[src/design/rss_pkg.sv]
//------------------------------------------------------------
// reset source and start-up sequencer constants
//------------------------------------------------------------
package rss_pkg;
	//------------------------------------------------------------
	// timing
	//------------------------------------------------------------
	localparam int unsigned CLK_PERIOD_NS = 100; // 10 MHz system clock
	localparam int unsigned POWERUP_TIMER_NOMINAL_NS = 66_000_000; // nominal 66 ms
	localparam int unsigned POWERUP_TIMER_LF_CYCLES = 2048; // slow oscillator cycles
	// one slow oscillator period, in system clocks (nominal, rounded down)
	localparam int unsigned LF_DIV_CYCLES = (POWERUP_TIMER_NOMINAL_NS / POWERUP_TIMER_LF_CYCLES) / CLK_PERIOD_NS;
	localparam int unsigned MASTER_CLEAR_PIN_FILTER_NS = 1000; // pulse rejection time
	localparam int unsigned MASTER_CLEAR_PIN_FILTER_CYCLES = (MASTER_CLEAR_PIN_FILTER_NS + CLK_PERIOD_NS - 1) / CLK_PERIOD_NS;
	localparam int unsigned BOR_FILTER_NS = 1000; // supply dip rejection time
	localparam int unsigned BOR_FILTER_CYCLES = (BOR_FILTER_NS + CLK_PERIOD_NS - 1) / CLK_PERIOD_NS;
	localparam int unsigned RUN_DELAY_CYCLES = 10; // clocks after pin release
	localparam int unsigned ERASE_THRESH_MV = 2450; // forced erase threshold
	localparam int unsigned DIV_W = 16; // slow-tick divider width
	localparam int unsigned POWERUP_TIMER_W = 12; // power-up tick counter width
	localparam int unsigned DLY_W = 4; // release delay counter width
	//------------------------------------------------------------
	// brown-out mode codes
	//------------------------------------------------------------
	localparam logic [1:0] BOR_MODE_ON = 2'h3; // always on
	localparam logic [1:0] BOR_MODE_SLEEP_OFF = 2'h2; // off in sleep
	localparam logic [1:0] BOR_MODE_SW = 2'h1; // software controlled
	localparam logic [1:0] BOR_MODE_OFF = 2'h0; // disabled
	//------------------------------------------------------------
	// reset cause register layout (active-low flags except stack)
	//------------------------------------------------------------
	localparam int unsigned FLG_STACK_OVERFLOW_FLAG = 7; // stack overflow, high active
	localparam int unsigned FLG_STACK_UNDERFLOW_FLAG = 6; // stack underflow, high active
	localparam int unsigned FLG_WINDOW_VIOLATION_FLAG = 5; // window violation, low active
	localparam int unsigned FLG_WATCHDOG_RESET_FLAG = 4; // watchdog timeout, low active
	localparam int unsigned FLG_MASTER_CLEAR_FLAG = 3; // master clear, low active
	localparam int unsigned FLG_RI = 2; // reset instruction, low active
	localparam int unsigned FLG_POR = 1; // power-on, low active
	localparam int unsigned FLG_BOR = 0; // brown-out, low active
	localparam logic [7:0] FLAGS_POR = 8'h3D; // unknown brown-out bit reads 1
	localparam logic [7:0] FLAGS_BOR_VAL = 8'h3C; // forced bits on brown-out
	localparam logic [7:0] FLAGS_BOR_KEEP = 8'h02; // power-on bit kept
	//------------------------------------------------------------
	// carriers
	//------------------------------------------------------------
	typedef struct packed {
		logic [1:0] brownout_mode_cfg; // monitor mode
		logic low_power_brownout_cfg; // low-power monitor enable
		logic master_clear_cfg; // master clear enable
		logic low_voltage_program_cfg; // lvp forces master clear
		logic stack_reset_cfg; // stack faults reset
		logic powerup_timer_cfg_n; // low enables power-up timer
		logic osc_startup_req; // oscillator start-up timer needed
	} rss_cfg_t;
	typedef struct packed {
		logic wdt_timeout; // watchdog period expired
		logic wdt_window_viol; // clear outside window
		logic reset_instr; // reset instruction executed
		logic stack_ovf; // stack overflow
		logic stack_unf; // stack underflow
		logic prog_exit; // programming mode left
		logic sleep_enter; // sleep instruction
		logic wake; // wake-up source
		logic watchdog_clear_instr; // watchdog clear executed
	} rss_evt_t;
	typedef enum logic [3:0] {
		ST_COLD, ST_BOR_WAIT, ST_POWERUP_TIMER, ST_OST, ST_MASTER_CLEAR_PIN_HOLD,
		ST_RUN_DELAY, ST_RUN, ST_SLEEP, ST_WAKE_WAIT, ST_WARM
	} rss_state_t;
endpackage : rss_pkg

[src/design/rss_glitch_filter.sv]
`timescale 1ns/1ps
`default_nettype none
//------------------------------------------------------------
// level filter: output follows input once stable long enough
//------------------------------------------------------------
module rss_glitch_filter #(
	parameter int unsigned CYCLES = 10, // stable cycles required
	parameter logic RESET_VAL = 1'b1 // output during reset
) (
	input wire logic clk_i, // system clock
	input wire logic reset_i, // async reset, high
	input wire logic raw_i, // unfiltered level
	output var logic filt_o // filtered level
);
	localparam int unsigned CW = $clog2(CYCLES + 1); // counter width
	localparam logic [CW-1:0] LAST = CW'(CYCLES - 1); // final count
	logic [CW-1:0] cnt_reg; // cycles input has differed
	wire differ = raw_i != filt_o; // candidate change
	// short pulses restart the count, so they never reach the output
	always_ff @(posedge clk_i or posedge reset_i) begin
		if (reset_i) begin
			cnt_reg <= '0;
			filt_o <= RESET_VAL;
		end else if (!differ) begin
			cnt_reg <= '0;
		end else if (cnt_reg == LAST) begin
			cnt_reg <= '0;
			filt_o <= raw_i;
		end else begin
			cnt_reg <= cnt_reg + CW'(1);
		end
	end
endmodule : rss_glitch_filter
`default_nettype wire

[src/design/rss_sequencer.sv]
`timescale 1ns/1ps
`default_nettype none
//------------------------------------------------------------
// reset source and start-up sequencer
//------------------------------------------------------------
module rss_sequencer #(
	parameter int unsigned LF_DIV = rss_pkg::LF_DIV_CYCLES, // clocks per slow tick
	parameter int unsigned POWERUP_TIMER_TICKS = rss_pkg::POWERUP_TIMER_LF_CYCLES // slow ticks held
) (
	input wire logic clk_i, // system clock
	input wire logic reset_i, // async reset, high
	input wire rss_pkg::rss_cfg_t cfg_i, // configuration words
	input wire rss_pkg::rss_evt_t evt_i, // core events, one-cycle pulses
	input wire logic por_active_i, // power-on comparator holds
	input wire logic supply_low_i, // main monitor below threshold
	input wire logic lp_supply_low_i, // low-power monitor below threshold
	input wire logic monitor_ready_i, // main monitor warmed up
	input wire logic master_clear_pin_i, // external reset pin level
	input wire logic ost_done_i, // oscillator start-up done
	input wire logic bulk_erase_i, // flash bulk erase running
	input wire logic sw_bor_wr_i, // write software enable
	input wire logic sw_bor_wdata_i, // software enable data
	input wire logic flag_wr_i, // write reset cause register
	input wire logic [7:0] flag_wdata_i, // reset cause data
	input wire logic sw_pullup_i, // software pull-up request
	output var logic cpu_run_o, // core executes
	output var logic reset_hold_o, // core held in reset
	output var logic monitor_enable_o, // main monitor powered
	output var logic erase_thresh_sel_o, // use forced erase threshold
	output var logic erase_abort_o, // abort bulk erase
	output var logic brownout_reset_o, // combined brown-out request
	output var logic brownout_ready_o, // monitor armed status
	output var logic sw_brownout_enable_o, // software enable bit
	output var logic [7:0] reset_cause_register_o, // reset cause flags
	output var logic expiry_flag_n_o, // low after watchdog expiry
	output var logic sleep_entry_flag_n_o, // low after sleep entry
	output var logic master_clear_enabled_o, // pin acts as reset
	output var logic master_clear_pullup_o, // weak pull-up on pin
	output var logic powerup_timer_busy_o // power-up timer counting
);
	//------------------------------------------------------------
	// state and counters
	//------------------------------------------------------------
	localparam logic [rss_pkg::DIV_W-1:0] DIV_LAST = rss_pkg::DIV_W'(LF_DIV - 1);
	localparam logic [rss_pkg::POWERUP_TIMER_W-1:0] POWERUP_TIMER_LAST = rss_pkg::POWERUP_TIMER_W'(POWERUP_TIMER_TICKS - 1);
	localparam logic [rss_pkg::DLY_W-1:0] DLY_LAST = rss_pkg::DLY_W'(rss_pkg::RUN_DELAY_CYCLES - 1);
	rss_pkg::rss_state_t state_reg, state_next; // sequencer state
	logic [rss_pkg::DIV_W-1:0] div_reg; // slow tick divider
	logic [rss_pkg::POWERUP_TIMER_W-1:0] powerup_timer_reg; // slow ticks elapsed
	logic [rss_pkg::DLY_W-1:0] dly_reg; // release delay count
	logic [7:0] flags_reg, flags_next; // reset cause flags
	logic sw_en_reg, sw_en_next; // software monitor enable
	logic to_n_reg, to_n_next; // expiry flag, low active
	logic pd_n_reg, pd_n_next; // sleep entry flag, low active
	logic supply_low_f; // filtered supply comparator
	logic pin_f; // filtered pin level
	//------------------------------------------------------------
	// filters
	//------------------------------------------------------------
	// noise filter on the reset pin: short pulses never reach the core
	rss_glitch_filter #(.CYCLES(rss_pkg::MASTER_CLEAR_PIN_FILTER_CYCLES), .RESET_VAL(1'b1)) u_pin_filt (
		.clk_i(clk_i),
		.reset_i(reset_i),
		.raw_i(master_clear_pin_i),
		.filt_o(pin_f)
	);
	// supply dips shorter than the filter time do not reset
	rss_glitch_filter #(.CYCLES(rss_pkg::BOR_FILTER_CYCLES), .RESET_VAL(1'b0)) u_bor_filt (
		.clk_i(clk_i),
		.reset_i(reset_i),
		.raw_i(supply_low_i),
		.filt_o(supply_low_f)
	);
	//------------------------------------------------------------
	// decode
	//------------------------------------------------------------
	wire [1:0] mode = cfg_i.brownout_mode_cfg; // monitor mode
	wire asleep = state_reg == rss_pkg::ST_SLEEP || state_reg == rss_pkg::ST_WAKE_WAIT;
	wire in_run = state_reg == rss_pkg::ST_RUN; // core executing
	// software bit only counts in mode 01; mode 00 keeps it off outside bulk erase
	wire mon_on = bulk_erase_i
		| (mode == rss_pkg::BOR_MODE_ON)
		| (mode == rss_pkg::BOR_MODE_SLEEP_OFF && !asleep)
		| (mode == rss_pkg::BOR_MODE_SW && sw_en_reg);
	// protection starts once the monitor is armed; erase aborts instead
	wire main_req = mon_on && monitor_ready_i && supply_low_f && !bulk_erase_i;
	wire lp_req = cfg_i.low_power_brownout_cfg && lp_supply_low_i;
	wire bor_any = main_req | lp_req;
	wire cold_por = por_active_i | evt_i.prog_exit;
	wire cold = cold_por | bor_any; // restart the full sequence
	wire master_clear_pin_en = cfg_i.low_voltage_program_cfg | cfg_i.master_clear_cfg;
	wire master_clear_pin_assert = master_clear_pin_en && !pin_f;
	// timers run on while the pin is low; only these states see the pin
	wire master_clear_pin_live = in_run || asleep || state_reg == rss_pkg::ST_RUN_DELAY
		|| state_reg == rss_pkg::ST_WARM;
	wire master_clear_pin_evt = master_clear_pin_assert && master_clear_pin_live && !cold;
	wire stack_rst = cfg_i.stack_reset_cfg && (evt_i.stack_ovf || evt_i.stack_unf);
	wire warm_evt = in_run && !cold && !master_clear_pin_assert && (evt_i.wdt_timeout
		|| evt_i.wdt_window_viol || evt_i.reset_instr || stack_rst);
	wire mode_waits = mode == rss_pkg::BOR_MODE_ON || mode == rss_pkg::BOR_MODE_SLEEP_OFF;
	wire bor_ok = monitor_ready_i && !supply_low_f; // monitor armed, supply good
	wire lf_tick = div_reg == DIV_LAST; // one slow oscillator period
	wire powerup_timer_done = lf_tick && powerup_timer_reg == POWERUP_TIMER_LAST;
	wire dly_done = dly_reg == DLY_LAST;
	wire sleep_wake = evt_i.wake || evt_i.wdt_timeout; // watchdog wakes a sleeper
	//------------------------------------------------------------
	// next state
	//------------------------------------------------------------
	// cold sources win over everything, then the pin, then local steps
	always_comb begin
		state_next = state_reg;
		if (cold) begin
			state_next = rss_pkg::ST_COLD;
		end else if (master_clear_pin_evt) begin
			state_next = rss_pkg::ST_MASTER_CLEAR_PIN_HOLD;
		end else begin
			case (state_reg)
				rss_pkg::ST_COLD: state_next = rss_pkg::ST_BOR_WAIT;
				rss_pkg::ST_BOR_WAIT: begin
					if (!mode_waits || bor_ok) state_next = rss_pkg::ST_POWERUP_TIMER;
				end
				rss_pkg::ST_POWERUP_TIMER: begin
					if (cfg_i.powerup_timer_cfg_n || powerup_timer_done) state_next = rss_pkg::ST_OST;
				end
				rss_pkg::ST_OST: begin
					if (!cfg_i.osc_startup_req || ost_done_i) begin
						state_next = master_clear_pin_assert ? rss_pkg::ST_MASTER_CLEAR_PIN_HOLD : rss_pkg::ST_RUN;
					end
				end
				rss_pkg::ST_MASTER_CLEAR_PIN_HOLD: begin
					if (!master_clear_pin_assert) state_next = rss_pkg::ST_RUN_DELAY;
				end
				rss_pkg::ST_RUN_DELAY: begin
					if (dly_done) state_next = rss_pkg::ST_RUN;
				end
				rss_pkg::ST_RUN: begin
					if (warm_evt) state_next = rss_pkg::ST_WARM;
					else if (evt_i.sleep_enter) state_next = rss_pkg::ST_SLEEP;
				end
				rss_pkg::ST_SLEEP: begin
					if (sleep_wake) begin
						state_next = (mode == rss_pkg::BOR_MODE_SLEEP_OFF)
							? rss_pkg::ST_WAKE_WAIT : rss_pkg::ST_RUN;
					end
				end
				rss_pkg::ST_WAKE_WAIT: begin
					if (monitor_ready_i) state_next = rss_pkg::ST_RUN;
				end
				rss_pkg::ST_WARM: state_next = rss_pkg::ST_RUN;
				default: state_next = rss_pkg::ST_COLD;
			endcase
		end
	end
	//------------------------------------------------------------
	// flag updates
	//------------------------------------------------------------
	// software write first, hardware events after, so an event is never lost
	always_comb begin
		flags_next = flag_wr_i ? flag_wdata_i : flags_reg;
		sw_en_next = sw_bor_wr_i ? sw_bor_wdata_i : sw_en_reg;
		to_n_next = to_n_reg;
		pd_n_next = pd_n_reg;
		if (cold_por) begin
			flags_next = rss_pkg::FLAGS_POR;
			sw_en_next = 1'b1;
			to_n_next = 1'b1;
			pd_n_next = 1'b1;
		end else if (bor_any) begin
			flags_next = (flags_reg & rss_pkg::FLAGS_BOR_KEEP) | rss_pkg::FLAGS_BOR_VAL;
			sw_en_next = 1'b1;
			to_n_next = 1'b1;
			pd_n_next = 1'b1;
		end else if (master_clear_pin_evt) begin
			flags_next[rss_pkg::FLG_MASTER_CLEAR_FLAG] = 1'b0;
			if (asleep) begin
				to_n_next = 1'b1;
				pd_n_next = 1'b0;
			end
		end else if (in_run) begin
			if (evt_i.wdt_timeout) begin
				flags_next[rss_pkg::FLG_WATCHDOG_RESET_FLAG] = 1'b0;
				to_n_next = 1'b0;
			end
			if (evt_i.wdt_window_viol) flags_next[rss_pkg::FLG_WINDOW_VIOLATION_FLAG] = 1'b0;
			if (evt_i.reset_instr) flags_next[rss_pkg::FLG_RI] = 1'b0;
			if (cfg_i.stack_reset_cfg && evt_i.stack_ovf) flags_next[rss_pkg::FLG_STACK_OVERFLOW_FLAG] = 1'b1;
			if (cfg_i.stack_reset_cfg && evt_i.stack_unf) flags_next[rss_pkg::FLG_STACK_UNDERFLOW_FLAG] = 1'b1;
			if (evt_i.watchdog_clear_instr) begin
				to_n_next = 1'b1;
				pd_n_next = 1'b1;
			end else if (evt_i.sleep_enter && !warm_evt) begin
				to_n_next = 1'b1;
				pd_n_next = 1'b0;
			end
		end else if (state_reg == rss_pkg::ST_SLEEP && evt_i.wdt_timeout) begin
			to_n_next = 1'b0;
			pd_n_next = 1'b0;
		end
	end
	//------------------------------------------------------------
	// registers
	//------------------------------------------------------------
	// sequencer state
	always_ff @(posedge clk_i or posedge reset_i) begin
		if (reset_i) state_reg <= rss_pkg::ST_COLD;
		else state_reg <= state_next;
	end
	// slow tick divider and power-up count, idle outside the timer state
	always_ff @(posedge clk_i or posedge reset_i) begin
		if (reset_i) begin
			div_reg <= '0;
			powerup_timer_reg <= '0;
		end else if (state_reg != rss_pkg::ST_POWERUP_TIMER) begin
			div_reg <= '0;
			powerup_timer_reg <= '0;
		end else if (lf_tick) begin
			div_reg <= '0;
			powerup_timer_reg <= powerup_timer_reg + rss_pkg::POWERUP_TIMER_W'(1);
		end else begin
			div_reg <= div_reg + rss_pkg::DIV_W'(1);
		end
	end
	// release delay after the pin goes high
	always_ff @(posedge clk_i or posedge reset_i) begin
		if (reset_i) dly_reg <= '0;
		else if (state_reg != rss_pkg::ST_RUN_DELAY) dly_reg <= '0;
		else dly_reg <= dly_reg + rss_pkg::DLY_W'(1);
	end
	// software-visible flags
	always_ff @(posedge clk_i or posedge reset_i) begin
		if (reset_i) begin
			flags_reg <= rss_pkg::FLAGS_POR;
			sw_en_reg <= 1'b1;
			to_n_reg <= 1'b1;
			pd_n_reg <= 1'b1;
		end else begin
			flags_reg <= flags_next;
			sw_en_reg <= sw_en_next;
			to_n_reg <= to_n_next;
			pd_n_reg <= pd_n_next;
		end
	end
	// output flops, loaded from next values so they match the state
	always_ff @(posedge clk_i or posedge reset_i) begin
		if (reset_i) begin
			cpu_run_o <= 1'b0;
			reset_hold_o <= 1'b1;
			powerup_timer_busy_o <= 1'b0;
		end else begin
			cpu_run_o <= state_next == rss_pkg::ST_RUN;
			reset_hold_o <= !(state_next == rss_pkg::ST_RUN || state_next == rss_pkg::ST_SLEEP
				|| state_next == rss_pkg::ST_WAKE_WAIT);
			powerup_timer_busy_o <= state_next == rss_pkg::ST_POWERUP_TIMER;
		end
	end
	// monitor and pin controls; the pin has no driver, only a pull-up
	always_ff @(posedge clk_i or posedge reset_i) begin
		if (reset_i) begin
			monitor_enable_o <= 1'b0;
			erase_thresh_sel_o <= 1'b0;
			erase_abort_o <= 1'b0;
			brownout_reset_o <= 1'b0;
			brownout_ready_o <= 1'b0;
			master_clear_enabled_o <= 1'b0;
			master_clear_pullup_o <= 1'b0;
		end else begin
			monitor_enable_o <= mon_on;
			erase_thresh_sel_o <= bulk_erase_i;
			erase_abort_o <= bulk_erase_i && monitor_ready_i && supply_low_f;
			brownout_reset_o <= bor_any;
			brownout_ready_o <= mon_on && monitor_ready_i;
			master_clear_enabled_o <= master_clear_pin_en;
			master_clear_pullup_o <= master_clear_pin_en || sw_pullup_i;
		end
	end
	assign sw_brownout_enable_o = sw_en_reg;
	assign reset_cause_register_o = flags_reg;
	assign expiry_flag_n_o = to_n_reg;
	assign sleep_entry_flag_n_o = pd_n_reg;
	//------------------------------------------------------------
	// checks
	//------------------------------------------------------------
	// dwell count in the release delay, kept apart from the sequencing counter
	logic [rss_pkg::DLY_W-1:0] chk_dly_reg; // cycles spent in the release delay
	always_ff @(posedge clk_i or posedge reset_i) begin
		if (reset_i) chk_dly_reg <= '0;
		else if (state_reg == rss_pkg::ST_RUN_DELAY)
			chk_dly_reg <= chk_dly_reg + rss_pkg::DLY_W'(1);
		else chk_dly_reg <= '0;
	end
endmodule : rss_sequencer
`default_nettype wire

[config.mk]
export PLATFORM = sky130hd
export DESIGN_NAME = rss_sequencer
export DESIGN_NICKNAME = d
export VERILOG_FILES = /design/src/design/rss_pkg.sv /design/src/design/rss_glitch_filter.sv /design/src/design/rss_sequencer.sv
export SDC_FILE = /design/constraint.sdc
export NUM_CORES = 1
export LEC_CHECK = 0
export ABC_AREA = 0
export BUFFER_PORTS_ARGS = -buffer_cell sky130_fd_sc_hd__buf_2
export CAP_MARGIN = 20
export CORE_MARGIN = 1.5
export CORE_UTILIZATION = 56
export DETAILED_ROUTE_END_ITERATION = 12
export PLACE_DENSITY = 0.86
export SLEW_MARGIN = 20
export SYNTH_ARGS = -nofsm -noshare
export SYNTH_HDL_FRONTEND = slang
export SYNTH_SLANG_ARGS = --single-unit
[constraint.sdc]
create_clock -name clk_i -period 2 [get_ports clk_i]
set_input_delay 0.1 -clock clk_i [delete_from_list [all_inputs] [get_ports clk_i]]
set_output_delay 0.1 -clock clk_i [all_outputs]
set_load 0.03 [all_outputs]
Yosys cells after proc, flatten, opt, wreduce, memory -nomap -nowiden
Cells that the tools add are included.
W data, S select, Z words.
{ "op_classes": {"n_shift": 0, "mul": 0, "muxes": 56, "n_addsub": 5, "n_lt_le_gt_ge": 0, "n_bitwise": 7, "reduce_logical": 59, "div": 0, "eq_ne": 29} }
{ "op_table": {"columns": ["op", "n"], "rows": [
  ["$mux W4", 19],
  ["$pmux W4 S10", 1],
  ["$mux W16", 2],
  ["$mux W1", 27],
  ["$eq A4 B3 Y1 const B", 6],
  ["$eq A4 B4 Y1 const B", 6],
  ["$mux W12", 2],
  ["$logic_and A1 B1 Y1", 21],
  ["$add A16 B1 Y16 const B", 1],
  ["$eq A16 B9 Y1 const B", 1],
  ["$logic_or A1 B1 Y1", 16],
  ["$mux W8", 2],
  ["$add A12 B1 Y12 const B", 1],
  ["$add A4 B1 Y4 const B", 3],
  ["$eq A12 B11 Y1 const B", 1],
  ["$eq A4 B2 Y1 const B", 3],
  ["$logic_not A1 Y1", 10],
  ["$ne A7 B3 Y1 const B", 1],
  ["$or A1 B1 Y1", 7],
  ["$mux W6", 1],
  ["$ne A6 B2 Y1 const B", 1],
  ["$reduce_and A2 Y1", 3],
  ["$reduce_and A3 Y1", 2],
  ["$reduce_bool A3 Y1", 2],
  ["13 further kinds", 17]
]} }
{ "word_totals": {"word_cells": 181, "n_memories": 0, "reg_bits": 67, "ram_bits": 0, "rom_bits": 0, "latchBits": 0} }

Longest topological paths before layout
Gate-level depths: netlist of the first run.
{ "logic_depth": {"depth_word": 23, "ltp_mapped": 8, "ltp_nobuf": 7} }

Modules after synthesis
From an unflattened synthesis of the first run, not the netlist that was laid out.
{ "hier_totals": {"cells_unflattened": 345, "area_unflattened_um2": 3514.6} }
{ "by_module_without_submodules": {"columns": ["mod", "instances", "area_each_um2", "seq_area_each_um2", "cells_each"], "rows": [
  ["rss_sequencer", 1, 3027.9, 1437.6, 305],
  ["rss_glitch_filter (u_pin_filt)", 1, 244.0, 126.4, 20],
  ["rss_glitch_filter (u_bor_filt)", 1, 242.7, 125.1, 20]
]} }

Worst setup path before layout of the first run
No wires, ideal clock.
{ "synth_timing": {"path_type": "reg2reg", "startpoint": "register state_reg[0]", "endpoint": "register pd_n_reg (netlist: sleep_entry_flag_n_o)", "period_less_slack_ps": 1801, "stages_incl_launch_ff": 6, "arrival_time_ps": 1723, "setup_ps": 78, "path_slack_ps": 199, "required_ps": 1922, "cell_sequence": "dfrtp_1 or4b_4 a31oi_4 o211ai_4 a221o_1 a31o_1"} }
{ "synth_via": {"elab_chain_cells": 19, "word_cells_on_any_way": 35, "cone_classes": "eq/ne: 7; mux: 4; bitwise: 4; reduce/logical: 20"} }
{ "synth_lines": {"columns": ["item", "line_no", "rtl"], "rows": [
  ["from (decl)", "rss_sequencer.sv:47", "rss_pkg::rss_state_t state_reg, state_next;"],
  ["from (signal assigned)", "rss_sequencer.sv:205", "if (reset_i) state_reg <= rss_pkg::ST_COLD;"],
  ["from (signal assigned)", "rss_sequencer.sv:206", "else state_reg <= state_next;"],
  ["$eq A4 B3 Y1 / $eq A4 B4 Y1 (equally long branches)", "rss_sequencer.sv:78, rss_sequencer.sv:195", null],
  ["$logic_or A1 B1 Y1", "rss_sequencer.sv:78", "wire asleep = state_reg == rss_pkg::ST_SLEEP || state_reg == rss_pkg::ST_WAKE_WAIT;"],
  ["$logic_not A1 Y1", "rss_sequencer.sv:83", "| (mode == rss_pkg::BOR_MODE_SLEEP_OFF && !asleep)"],
  ["$logic_and A1 B1 Y1", "rss_sequencer.sv:83", null],
  ["$or A1 B1 Y1", "rss_sequencer.sv:83", null],
  ["$or A1 B1 Y1", "rss_sequencer.sv:84", "| (mode == rss_pkg::BOR_MODE_SW && sw_en_reg);"],
  ["$logic_and A1 B1 Y1 (3 in a row)", "rss_sequencer.sv:86", "wire main_req = mon_on && monitor_ready_i && supply_low_f && !bulk_erase_i;"],
  ["$or A1 B1 Y1", "rss_sequencer.sv:88", "wire bor_any = main_req | lp_req;"],
  ["$or A1 B1 Y1", "rss_sequencer.sv:90", "wire cold = cold_por | bor_any;"],
  ["$logic_not A1 Y1", "rss_sequencer.sv:96, rss_sequencer.sv:98", null],
  ["$logic_and A1 B1 Y1 (3 in a row)", "rss_sequencer.sv:98", "wire warm_evt = in_run && !cold && !master_clear_pin_assert && (evt_i.wdt_timeout"],
  ["$logic_not A1 Y1", "rss_sequencer.sv:191", "end else if (evt_i.sleep_enter && !warm_evt) begin"],
  ["$logic_and A1 B1 Y1", "rss_sequencer.sv:191", null],
  ["$ne A6 B2 Y1 (no source line)", null, null],
  ["$reduce_and A3 Y1 (no source line)", null, null],
  ["to (signal assigned)", "rss_sequencer.sv:240", "pd_n_reg <= pd_n_next;"],
  ["to (decl)", "rss_sequencer.sv:54", "logic pd_n_reg, pd_n_next;"]
]} }
Parallel ways exist; a longest one is shown, timed or not.
A chain may end at the register's enable or synchronous reset.

Worst setup path in the final report of the first run
{ "layout_timing": {"startpoint": "input port cfg_i[3] (netlist bit)", "endpoint": "register reset_hold_o"} }
{ "layout_via": {"elab_chain_cells": 13, "word_cells_on_any_way": 20, "cone_classes": "eq/ne: 3; mux: 7; bitwise: 1; reduce/logical: 9"} }
{ "layout_lines": {"columns": ["item", "line_no", "rtl"], "rows": [
  ["from (decl)", "rss_sequencer.sv:12", "input wire rss_pkg::rss_cfg_t cfg_i,"],
  ["$or A1 B1 Y1 *", "rss_sequencer.sv:91", "wire master_clear_pin_en = cfg_i.low_voltage_program_cfg | cfg_i.master_clear_cfg;"],
  ["$logic_and A1 B1 Y1 *", "rss_sequencer.sv:92", "wire master_clear_pin_assert = master_clear_pin_en && !pin_f;"],
  ["$logic_not A1 Y1", null, null],
  ["$logic_and A1 B1 Y1 (2 in a row)", "rss_sequencer.sv:98", null],
  ["$mux W4", "rss_sequencer.sv:137", "if (warm_evt) state_next = rss_pkg::ST_WARM;"],
  ["$pmux W4 S10", "rss_sequencer.sv:117", "case (state_reg)"],
  ["$mux W4 *", "rss_sequencer.sv:114", "end else if (master_clear_pin_evt) begin"],
  ["$mux W4 *", "rss_sequencer.sv:112", "if (cold) begin"],
  ["net state_next[3]", "rss_sequencer.sv:47", null],
  ["$eq A4 B3 Y1", "rss_sequencer.sv:251", "reset_hold_o <= !(state_next == rss_pkg::ST_RUN || state_next == rss_pkg::ST_SLEEP"],
  ["$logic_or A1 B1 Y1", "rss_sequencer.sv:251", null],
  ["$logic_or A1 B1 Y1 *", "rss_sequencer.sv:252", "|| state_next == rss_pkg::ST_WAKE_WAIT);"],
  ["$logic_not A1 Y1 *", "rss_sequencer.sv:251", null],
  ["to (signal assigned)", "rss_sequencer.sv:251", null],
  ["to (decl)", "rss_sequencer.sv:27", "output var logic reset_hold_o,"]
]} }
The timed path passes the listed nets; every way through them passes the cells marked *.

==> results.toml, run 1 <==
[drt]
drt-total-wl_um = 8440
drt_iter0_drc = 184
viasPerCell = 5.81
firstDrtPassIters = 5
postRouteAntennaNets = 0
vias = 3000
route.detailed.drc = 0
wire_per_inst_um = 16.4

[power_and_ir_drop]
p_per_area_nw_per_um2 = 699
switching_share_pct = 28.8
internal_power_mw = 2.20
pwr-share-comb_pct = 12.6
totalPowerFinal_mw = 3.08
switching_power_mw = 0.886
peakVddDrop_mv = 0.613
p_clk_share_pct = 39.0
power_frac_seq_pct = 48.4
p_leak_nw = 1.91

[global_route]
grt_pass1_vias = 2947
grt_overflow = 0
grt_pass1_wl_um = 13600
antenna_found_initial = 0
grt_max_degree = 68
grt_usage_pct = 27.0

[placement]
dp_hpwl_um = 5430
io_buffers = 58
place.gp.congestion = 0.835

[sta]
setup_viol = 0
hold_viol_final = 0
holdWs_ns = 0.0155
clock_skew_ns = 0.00942
fin_crit_ns = 1.96
fmax_mhz = 509
relSlewSlack_pct = 60.0
tightest_slew_ns = 0.598
drv_slew = 0
fin_crit_sh_pct = 98.2

[setup_path]
slowest_stage = "dlygate4sd3_1"
crit_type = "input port to register"
endpoint_kind = "register"
worstPathRequired_ns = 2.26
arrival_ns = 2.22
path_depth = 7
path_max_fanout = 6
critPathBufInv = 2
cp-start-kind = "input port"
max_stage_delay_ns = 0.53
worstPathCellList = "dlygate4sd3_1 > buf_2 > o21bai_1 > a21boi_0 > o22a_1 > nor3_2 > a32oi_2"
critPathTopFamily = "compound AO/OA/AOI/OAI gates"
r2r_cells = 5

[yosys]
synth_edf_count = 0
synth_seq_cells = 67
synth_area_leader_cell = "dfrtp_1"
yosysTopAreaCellShare_pct = 40.4
synthArstFlopShare_pct = 100
ys_seq_area_share_pct = 47.9
synthTopCellsByArea = "dfrtp_1 (40%), dfstp_2 (7.4%), nor2_1 (5.4%), xnor2_1 (4.2%), xor2_1 (3.2%)"
synthCells = 344
syn-num-nets = 391
ys_warn_count = 0
ys_types = 62
syn_area_um2 = 3530
syn_area_per_cell_um2 = 10.3
ys.flop_type = "dfrtp_1"

[die]
rows = 28
start_util_pct = 58.9
fp.dieW_um = 82.4
die_h_um = 82.4
dieArea_um2 = 6780
core_um2 = 5990
io_pins = 59

[cells_and_area]
layout.nets = 483
diodes = 0
areaGrowthSynthToFinish_pct = 25.1
drive_gt1_share_pct = 30.2
largest_reg_flops = 16

[clocking]
cts_tree = "yes"
clk_pin_slew_ns = 0.08
cts-buffers-inserted = 9
clock_path_buffers = 2
clk_latency_ns = 0.35
h-tree-depth = 3
numClockSinks = 67
root_buffer = "clkbuf_8"

[status]
status = "completed"

[hold_path]
min_path_cells = 3
min_path_type = "input port to register"

[run]
cap_violations = 0
==> worst reg2reg max path, stage by stage, from the launching register on <==
cell,delay [ns]
dfrtp_1,0.40
or4b_4,0.58
a31oi_4,0.27
o211ai_4,0.16
nor3_2,0.29
a32oi_2,0.17
==> logic make-up (layout without fill, tap and decap cells) <==
group,after synthesis,count (layout),synth area share (%)
adder cells (fa/ha/maj),9,9,3.19
multiplexers,13,13,3.76
XOR/XNOR,30,30,7.45
AND/OR/NAND/NOR,152,152,24.4
flip-flops,67,67,47.9
buffers and inverters,21,117,2.73
AO/OA/AOI/OAI,52,53,10.6
==> metrics by stage <==
stage | TNS [ns] | util (%) | setup WS (ns) | area, µm² | std cells
global route | -0.00332 | 73.7 | -0.00332 | 4410 | 516
global placement | 0 | 66.8 | 0.0862 | 4000 | 485
CTS | 0 | 72.3 | 0.0154 | 4330 | 512
floorplan | 0 | - | 0.199 | 3530 | 344
finish | 0 | 73.7 | 0.0362 | 4410 | 516
detailed placement | 0 | 66.8 | 0.0123 | 4000 | 485
==> final cells by class <==
cell class	instances	area, µm²
multi-input cells	257	1810
flip-flops and latches	67	1690
fillers	358	1580
repair buffers	90	572
clock buffers	9	124
well taps	75	93.8
clock inverters	7	83.8
inverters	11	41.3
==> layer usage <==
layer / track usage, % / vias up / routed length [µm]
met5: 0 / - / 0
met4: 12.2 / 0 / 240
met3: 5.49 / 27 / 429
met2: 43.7 / 127 / 4240
met1: 35.0 / 1445 / 3540
li1: - / 1401 / -
==> power by group through the flow <==
stage | Combinational, mW | Clock [mW] | Sequential (mW)
2_1_floorplan | 0.212 | 0 | 1.53
3_5_place_dp | 0.354 | 0 | 1.52
3_3_place_gp | 0.339 | 0 | 1.51
6_report | 0.390 | 1.20 | 1.49
4_1_cts | 0.372 | 1.19 | 1.49
5_1_grt | 0.436 | 1.28 | 1.50
==> placed cells by master (no fill, tap or decap), drive strengths merged, types with 9 or more instances in the layout <==
| cell | netlist | routed |
|---|---|---|
| nand2 | 13 | 13 |
| xor2 | 13 | 13 |
| dfstp | 10 | 10 |
| clkbuf | 4 | 9 |
| dfrtp | 57 | 57 |
| ha | 9 | 9 |
| nor3 | 12 | 12 |
| a21oi | 16 | 16 |
| inv | 11 | 15 |
| nand3 | 11 | 11 |
| dlygate4sd3 | 0 | 10 |
| o21ai | 10 | 10 |
| mux2i | 11 | 11 |
| buf | 6 | 80 |
| xnor2 | 17 | 17 |
| nor2 | 52 | 52 |
==> what timing repair did <==
| action | 4_1_cts | 5_1_grt |
|---|---|---|
| gates resized for setup | 3 | 8 |
| hold buffers | 10 | 0 |
| endpoints found under the hold margin | 63 | 0 |
| pin swaps | 0 | 4 |
| setup endpoints to repair | 2 | 6 |
| buffers inserted | 1 | 3 |
| gates cloned | 0 | 1 |
==> synth_stat cells, types with 8 or more instances <==
cell      count
a21oi_1      16
nor2_1       51
nand4_1       8
nand2_1      13
nand2b_1      8
inv_1        11
nor3_1       12
nand3_1      11
o21ai_0      10
dfrtp_1      57
ha_1          9
xnor2_1      17
mux2i_1      11
xor2_1       13
dfstp_2      10
==> path summary, 6_finish.rpt <==
kind,startpoint,endpoint,slack [ns]
min reg2reg,dly_reg[0]$_DFF_PP0_,dly_reg[0]$_DFF_PP0_,0.48
min,cfg_i[2],reset_cause_register_o[7]$_DFF_PP0_,0.02
max in group asynchronous,reset_i,reset_cause_register_o[3]$_DFFE_PP1P_,1.33
min in group asynchronous,reset_i,powerup_timer_reg[4]$_DFFE_PP0P_,0.36
max,cfg_i[3],reset_hold_o$_DFF_PP1_,0.04
max reg2reg,state_reg[0]$_DFF_PP0_,reset_hold_o$_DFF_PP1_,0.04
No activity file was read; power rests on OpenSTA's default activity.
==> run 2: changes to the inputs <==
GPL_TIMING_DRIVEN = 0   (was unset)
==> run 2 against run 1 <==
Effect of this change: cell count fell by 1.2%; combinational power barely moved; core utilization fell by 0.71 points; largest cell class unchanged; largest power group unchanged; highest routed layer unchanged.
==> results.toml, run 2 (synthesis gave the netlist of run 1 again) <==
[sta]
relSlewSlack_pct = 60.1
setup_viol = 0
fin_crit_sh_pct = 98.9
drv_slew = 0
holdWs_ns = 0.00856
tightest_slew_ns = 0.597
rsz0062_at_grt = "true"
hold_viol_final = 0
clock_skew_ns = 0.0126
fin_crit_ns = 1.98
fmax_mhz = 506
worst_slack_ns = 0.0226

[setup_path]
critPathBufInv = 1
slowest_stage = "or4b_4"
worstPathCellList = "buf_4 > or4b_4 > a31oi_4 > o211ai_4 > a221o_1 > a31o_1"
max_stage_delay_ns = 0.50
endpoint_kind = "register"
arrival_ns = 2.25
crit_type = "register to register"
path_depth = 6
r2r_cells = 6
path_max_fanout = 6
critPathTopFamily = "compound AO/OA/AOI/OAI gates"
cp-start-kind = "register"
worstPathRequired_ns = 2.28

[global_route]
grt_usage_pct = 25.9
grt_overflow = 0
grt_max_degree = 52
grt_pass1_wl_um = 13100
antenna_found_initial = 0
grt_pass1_vias = 2845

[drt]
firstDrtPassIters = 5
vias = 2913
viasPerCell = 5.71
drt_iter0_drc = 183
drt-total-wl_um = 8030
route.detailed.drc = 0
wire_per_inst_um = 15.7
postRouteAntennaNets = 0

[die]
io_pins = 59
start_util_pct = 58.9
die_h_um = 82.4
core_um2 = 5990
rows = 28
fp.dieW_um = 82.4
dieArea_um2 = 6780

[clocking]
clk_pin_slew_ns = 0.08
cts_tree = "yes"
root_buffer = "clkbuf_8"
h-tree-depth = 3
numClockSinks = 67
clk_latency_ns = 0.35
clock_path_buffers = 2
cts-buffers-inserted = 9

[cells_and_area]
mostFrequentLayoutCells = "buf_2 (60), dfrtp_1 (56), nor2_1 (51)"
layout.nets = 477
diodes = 0
layout_commonest_cell = "buf_2"
areaGrowthSynthToFinish_pct = 23.9
largest_reg_flops = 16
drive_gt1_share_pct = 29.4

[power_and_ir_drop]
p_leak_nw = 1.86
p_per_area_nw_per_um2 = 690
peakVddDrop_mv = 0.564

[placement]
io_buffers = 57
dp_hpwl_um = 5410
pre_cts_ws_ns = -0.0671
place.gp.congestion = 0.843

[run]
cap_violations = 0

[hold_path]
min_path_cells = 3
min_path_type = "input port to register"

[status]
status = "completed"
-- run 2: cell types whose count changed in the layout (fill, tap and decap cells not counted), sizes merged --
cell	delta
buf	-9
inv	-3
o211ai	-1
clkbuf	+4
clkinvlp	+3
-- run 2: through the flow --
stage	instances	area, µm²	power (mW)	TNS, ns	utilization (%)
global route	510	4370	3.15	-0.134	73.0
finish	510	4370	3.02	0	73.0
CTS	505	4270	3.02	0	71.3
floorplan	344	3530	1.74	0	-
detailed placement	477	3940	1.87	-0.477	65.7
global placement	476	3910	1.84	-28.36	65.2
-- run 2: path summary, 6_finish.rpt --
| check | from | endpoint | slack, ns |
|---|---|---|---|
| max | state_reg[3]$_DFF_PP0_ | sleep_entry_flag_n_o$_DFFE_PP1P_ | 0.02 |
| min | cfg_i[2] | reset_cause_register_o[6]$_DFF_PP0_ | 0.009 |
| max reg2reg | state_reg[3]$_DFF_PP0_ | sleep_entry_flag_n_o$_DFFE_PP1P_ | 0.02 |
| min reg2reg | u_pin_filt.cnt_reg[0]$_DFF_PP0_ | u_pin_filt.cnt_reg[0]$_DFF_PP0_ | 0.50 |
| max in group asynchronous | reset_i | reset_cause_register_o[0]$_DFFE_PP1P_ | 1.19 |
| min in group asynchronous | reset_i | cpu_run_o$_DFF_PP0_ | 0.22 |
-- run 2: repair_timing --
action,4_1_cts,5_1_grt
pin swaps,1,8
endpoints found under the hold margin,29,0
setup buffers,2,4
endpoints found under the setup margin,19,28
hold buffers,10,0
cloned,0,1
gates resized for setup,5,19
-- run 2: power by group --
group | internal, mW | leakage [nW] | switching [mW]
sequential | 1.43 | 0.873 | 0.0604
combinational | 0.170 | 0.900 | 0.217
clock | 0.581 | 0.0881 | 0.558
-- run 2: worst min-delay path: stages --
cell and delay (ns):
buf_2 0.11, nand3_1 0.06, a21oi_1 0.05
-- run 2: final cells by class --
cell class	instances	area (µm²)
multi-input cells	256	1810
flip-flops and latches	67	1690
fillers	383	1620
repair buffers	75	463
clock buffers	9	124
well taps	75	93.8
clock inverters	7	77.6
plain buffers	10	71.3
inverters	11	43.8
-- run 2: metal layers --
layer / global-route usage (%) / part of all wire, %
met3: 4.51 / 5.0
met4: 12.2 / 2.6
met5: 0 / 0
met1: 34.2 / 43
met2: 41.4 / 50
==> run 3: changes to the inputs <==
clock period = 1.85 ns   (was 2 ns; I/O delays follow)
==> run 3 against run 2 <==
Effect of this change: the flow now finishes with violations (negative setup slack); first-iteration DRC count decreased by 8.2%; hold slack got worse by 0.0018 ns; worst setup slack got worse by 0.12 ns; clock power grew 9%; global-route usage grew 1.5 points; count of clock-buffer cells in the layout did not move; highest routed layer unchanged; core utilization rose by 2.1 points; cell area is 2.8% higher; sequential cell count stayed put; clock skew grew 0.0054 ns; cell count is 0.98% higher; sequential power is 8% higher.
==> results.toml, run 3 (synthesis gave the netlist of run 1 again) <==
[status]
status = "complete, but fails checks"
violations = "negative setup slack"

[power_and_ir_drop]
peakVddDrop_mv = 0.636
totalPowerFinal_mw = 3.29
p_leak_nw = 1.93
p_per_area_nw_per_um2 = 731

[drt]
firstDrtPassIters = 6
drt_iter0_drc = 168
wire_per_inst_um = 16.9
viasPerCell = 5.87
vias = 3025
route.detailed.drc = 0
postRouteAntennaNets = 0
drt-total-wl_um = 8680

[sta]
rsz0062_at_grt = "true"
tightest_slew_ns = 0.588
worst_slack_ns = -0.0948
holdWs_ns = 0.00673
fmax_mhz = 514
fin_crit_sh_pct = 105
fin_crit_ns = 1.94
drv_slew = 0
setup_viol = 15
clock_skew_ns = 0.0181
setup_tns_ns = -0.566
relSlewSlack_pct = 60.7
hold_viol_final = 0

[setup_path]
rr_endpoint = "sleep_entry_flag_n_o$_DFFE_PP1P_"
path_max_fanout = 6
cp-endpoint = "sleep_entry_flag_n_o$_DFFE_PP1P_"
rrSetupSlack_ns = -0.09
worstPathCellList = "or4b_4 > a31oi_4 > o211ai_4 > a221o_1 > a31o_1"
endpoint_kind = "register"
crit_type = "register to register"
arrival_ns = 2.23
cp-start-kind = "register"
r2r-start = "state_reg[2]$_DFF_PP0_"
crit_start = "state_reg[2]$_DFF_PP0_"
max_stage_delay_ns = 0.57
slowest_stage = "or4b_4"
r2r_cells = 5
worstPathRequired_ns = 2.13

[global_route]
grt_overflow = 0
grt_max_degree = 52
grt_pass1_vias = 2949
antenna_found_initial = 0
grt_usage_pct = 27.4
grt_pass1_wl_um = 13900

[placement]
place_area_um2 = 3940
pre_cts_ws_ns = -0.217
io_buffers = 57
place.gp.congestion = 0.843
dp_hpwl_um = 5410
dpl.cell_count = 477

[cells_and_area]
layout.nets = 482
diodes = 0
areaGrowthSynthToFinish_pct = 27.4
stdcell_count = 515
layout_commonest_cell = "buf_2"
largest_reg_flops = 16
postLayoutCoreUtil_pct = 75.0
design_area_um2 = 4490
drive_gt1_share_pct = 31.6
mostFrequentLayoutCells = "buf_2 (60), dfrtp_1 (57), nor2_1 (50)"

[die]
fp.dieW_um = 82.4
rows = 28
core_um2 = 5990
dieArea_um2 = 6780
start_util_pct = 58.9
die_h_um = 82.4
io_pins = 59

[clocking]
h-tree-depth = 3
cts_tree = "yes"
numClockSinks = 67
clk_pin_slew_ns = 0.08
root_buffer = "clkbuf_8"
clock_path_buffers = 2
cts-buffers-inserted = 9
clk_latency_ns = 0.36

[run]
cap_violations = 0

[hold_path]
min_path_type = "input port to register"
min_path_cells = 2
run 3: cell count changes in the layout (fill, tap and decap cells not counted), moves of 2 or more:
cell	before	now
nor3_1	10	8
a21oi_2	0	2
dlygate4sd3_1	10	12
nor4b_2	2	0
buf_4	7	12
nor4b_4	0	3
a21oi_1	16	14
run 3: layout make-up:
class                      count  area, µm²
inverter                      11       43.8
fill                         353       1500
clock buffer                   9        124
tap                           75       93.8
multi-input combinational    256       1890
sequential                    67       1690
timing repair buffer          81        513
buffer                         9       62.6
clock inverter                 7       77.6
run 3: worst max-delay path: cells and delay by family, from the launching register on:
| family | cells | cell delay (ns) |
|---|---|---|
| AO/OA/AOI/OAI | 4 | 0.89 |
| flip-flops | 1 | 0.42 |
| AND/OR/NAND/NOR | 1 | 0.57 |
run 3: worst min-delay path by stage:
stage | start | slack [ns] | endpoint
after floorplan | bulk_erase_i | 0.12 | erase_thresh_sel_o$_DFF_PP0_
after global placement | bulk_erase_i | 0.23 | erase_thresh_sel_o$_DFF_PP0_
after detailed placement | reset_i | 0.05 | powerup_timer_reg[7]$_DFFE_PP0P_
after CTS | master_clear_pin_i | 0.004 | u_pin_filt.filt_o$_DFFE_PP1P_
after global routing | supply_low_i | 0.01 | u_bor_filt.filt_o$_DFFE_PP0P_
final | master_clear_pin_i | 0.007 | u_pin_filt.filt_o$_DFFE_PP1P_
run 3: routing by layer:
| metal | part of all wire (%) | global-route usage [%] |
|---|---|---|
| met3 | 5.9 | 4.95 |
| met5 | 0 | 0 |
| met2 | 51 | 44.9 |
| met4 | 2.1 | 11.5 |
| met1 | 41 | 35.6 |
run 3: power breakdown:
| part | switching (mW) | leakage (nW) | total [mW] | internal (mW) |
|---|---|---|---|---|
| registers | 0.0654 | 0.874 | 1.61 | 1.55 |
| logic | 0.243 | 0.967 | 0.432 | 0.189 |
| clock network | 0.614 | 0.0881 | 1.24 | 0.628 |
run 3: what timing repair did:
action,4_1_cts,5_1_grt
cloned,1,0
hold buffers,12,0
gates resized for setup,19,17
endpoints found under the hold margin,59,0
setup endpoints to repair,32,34
pin swaps,5,6
setup buffers,7,3
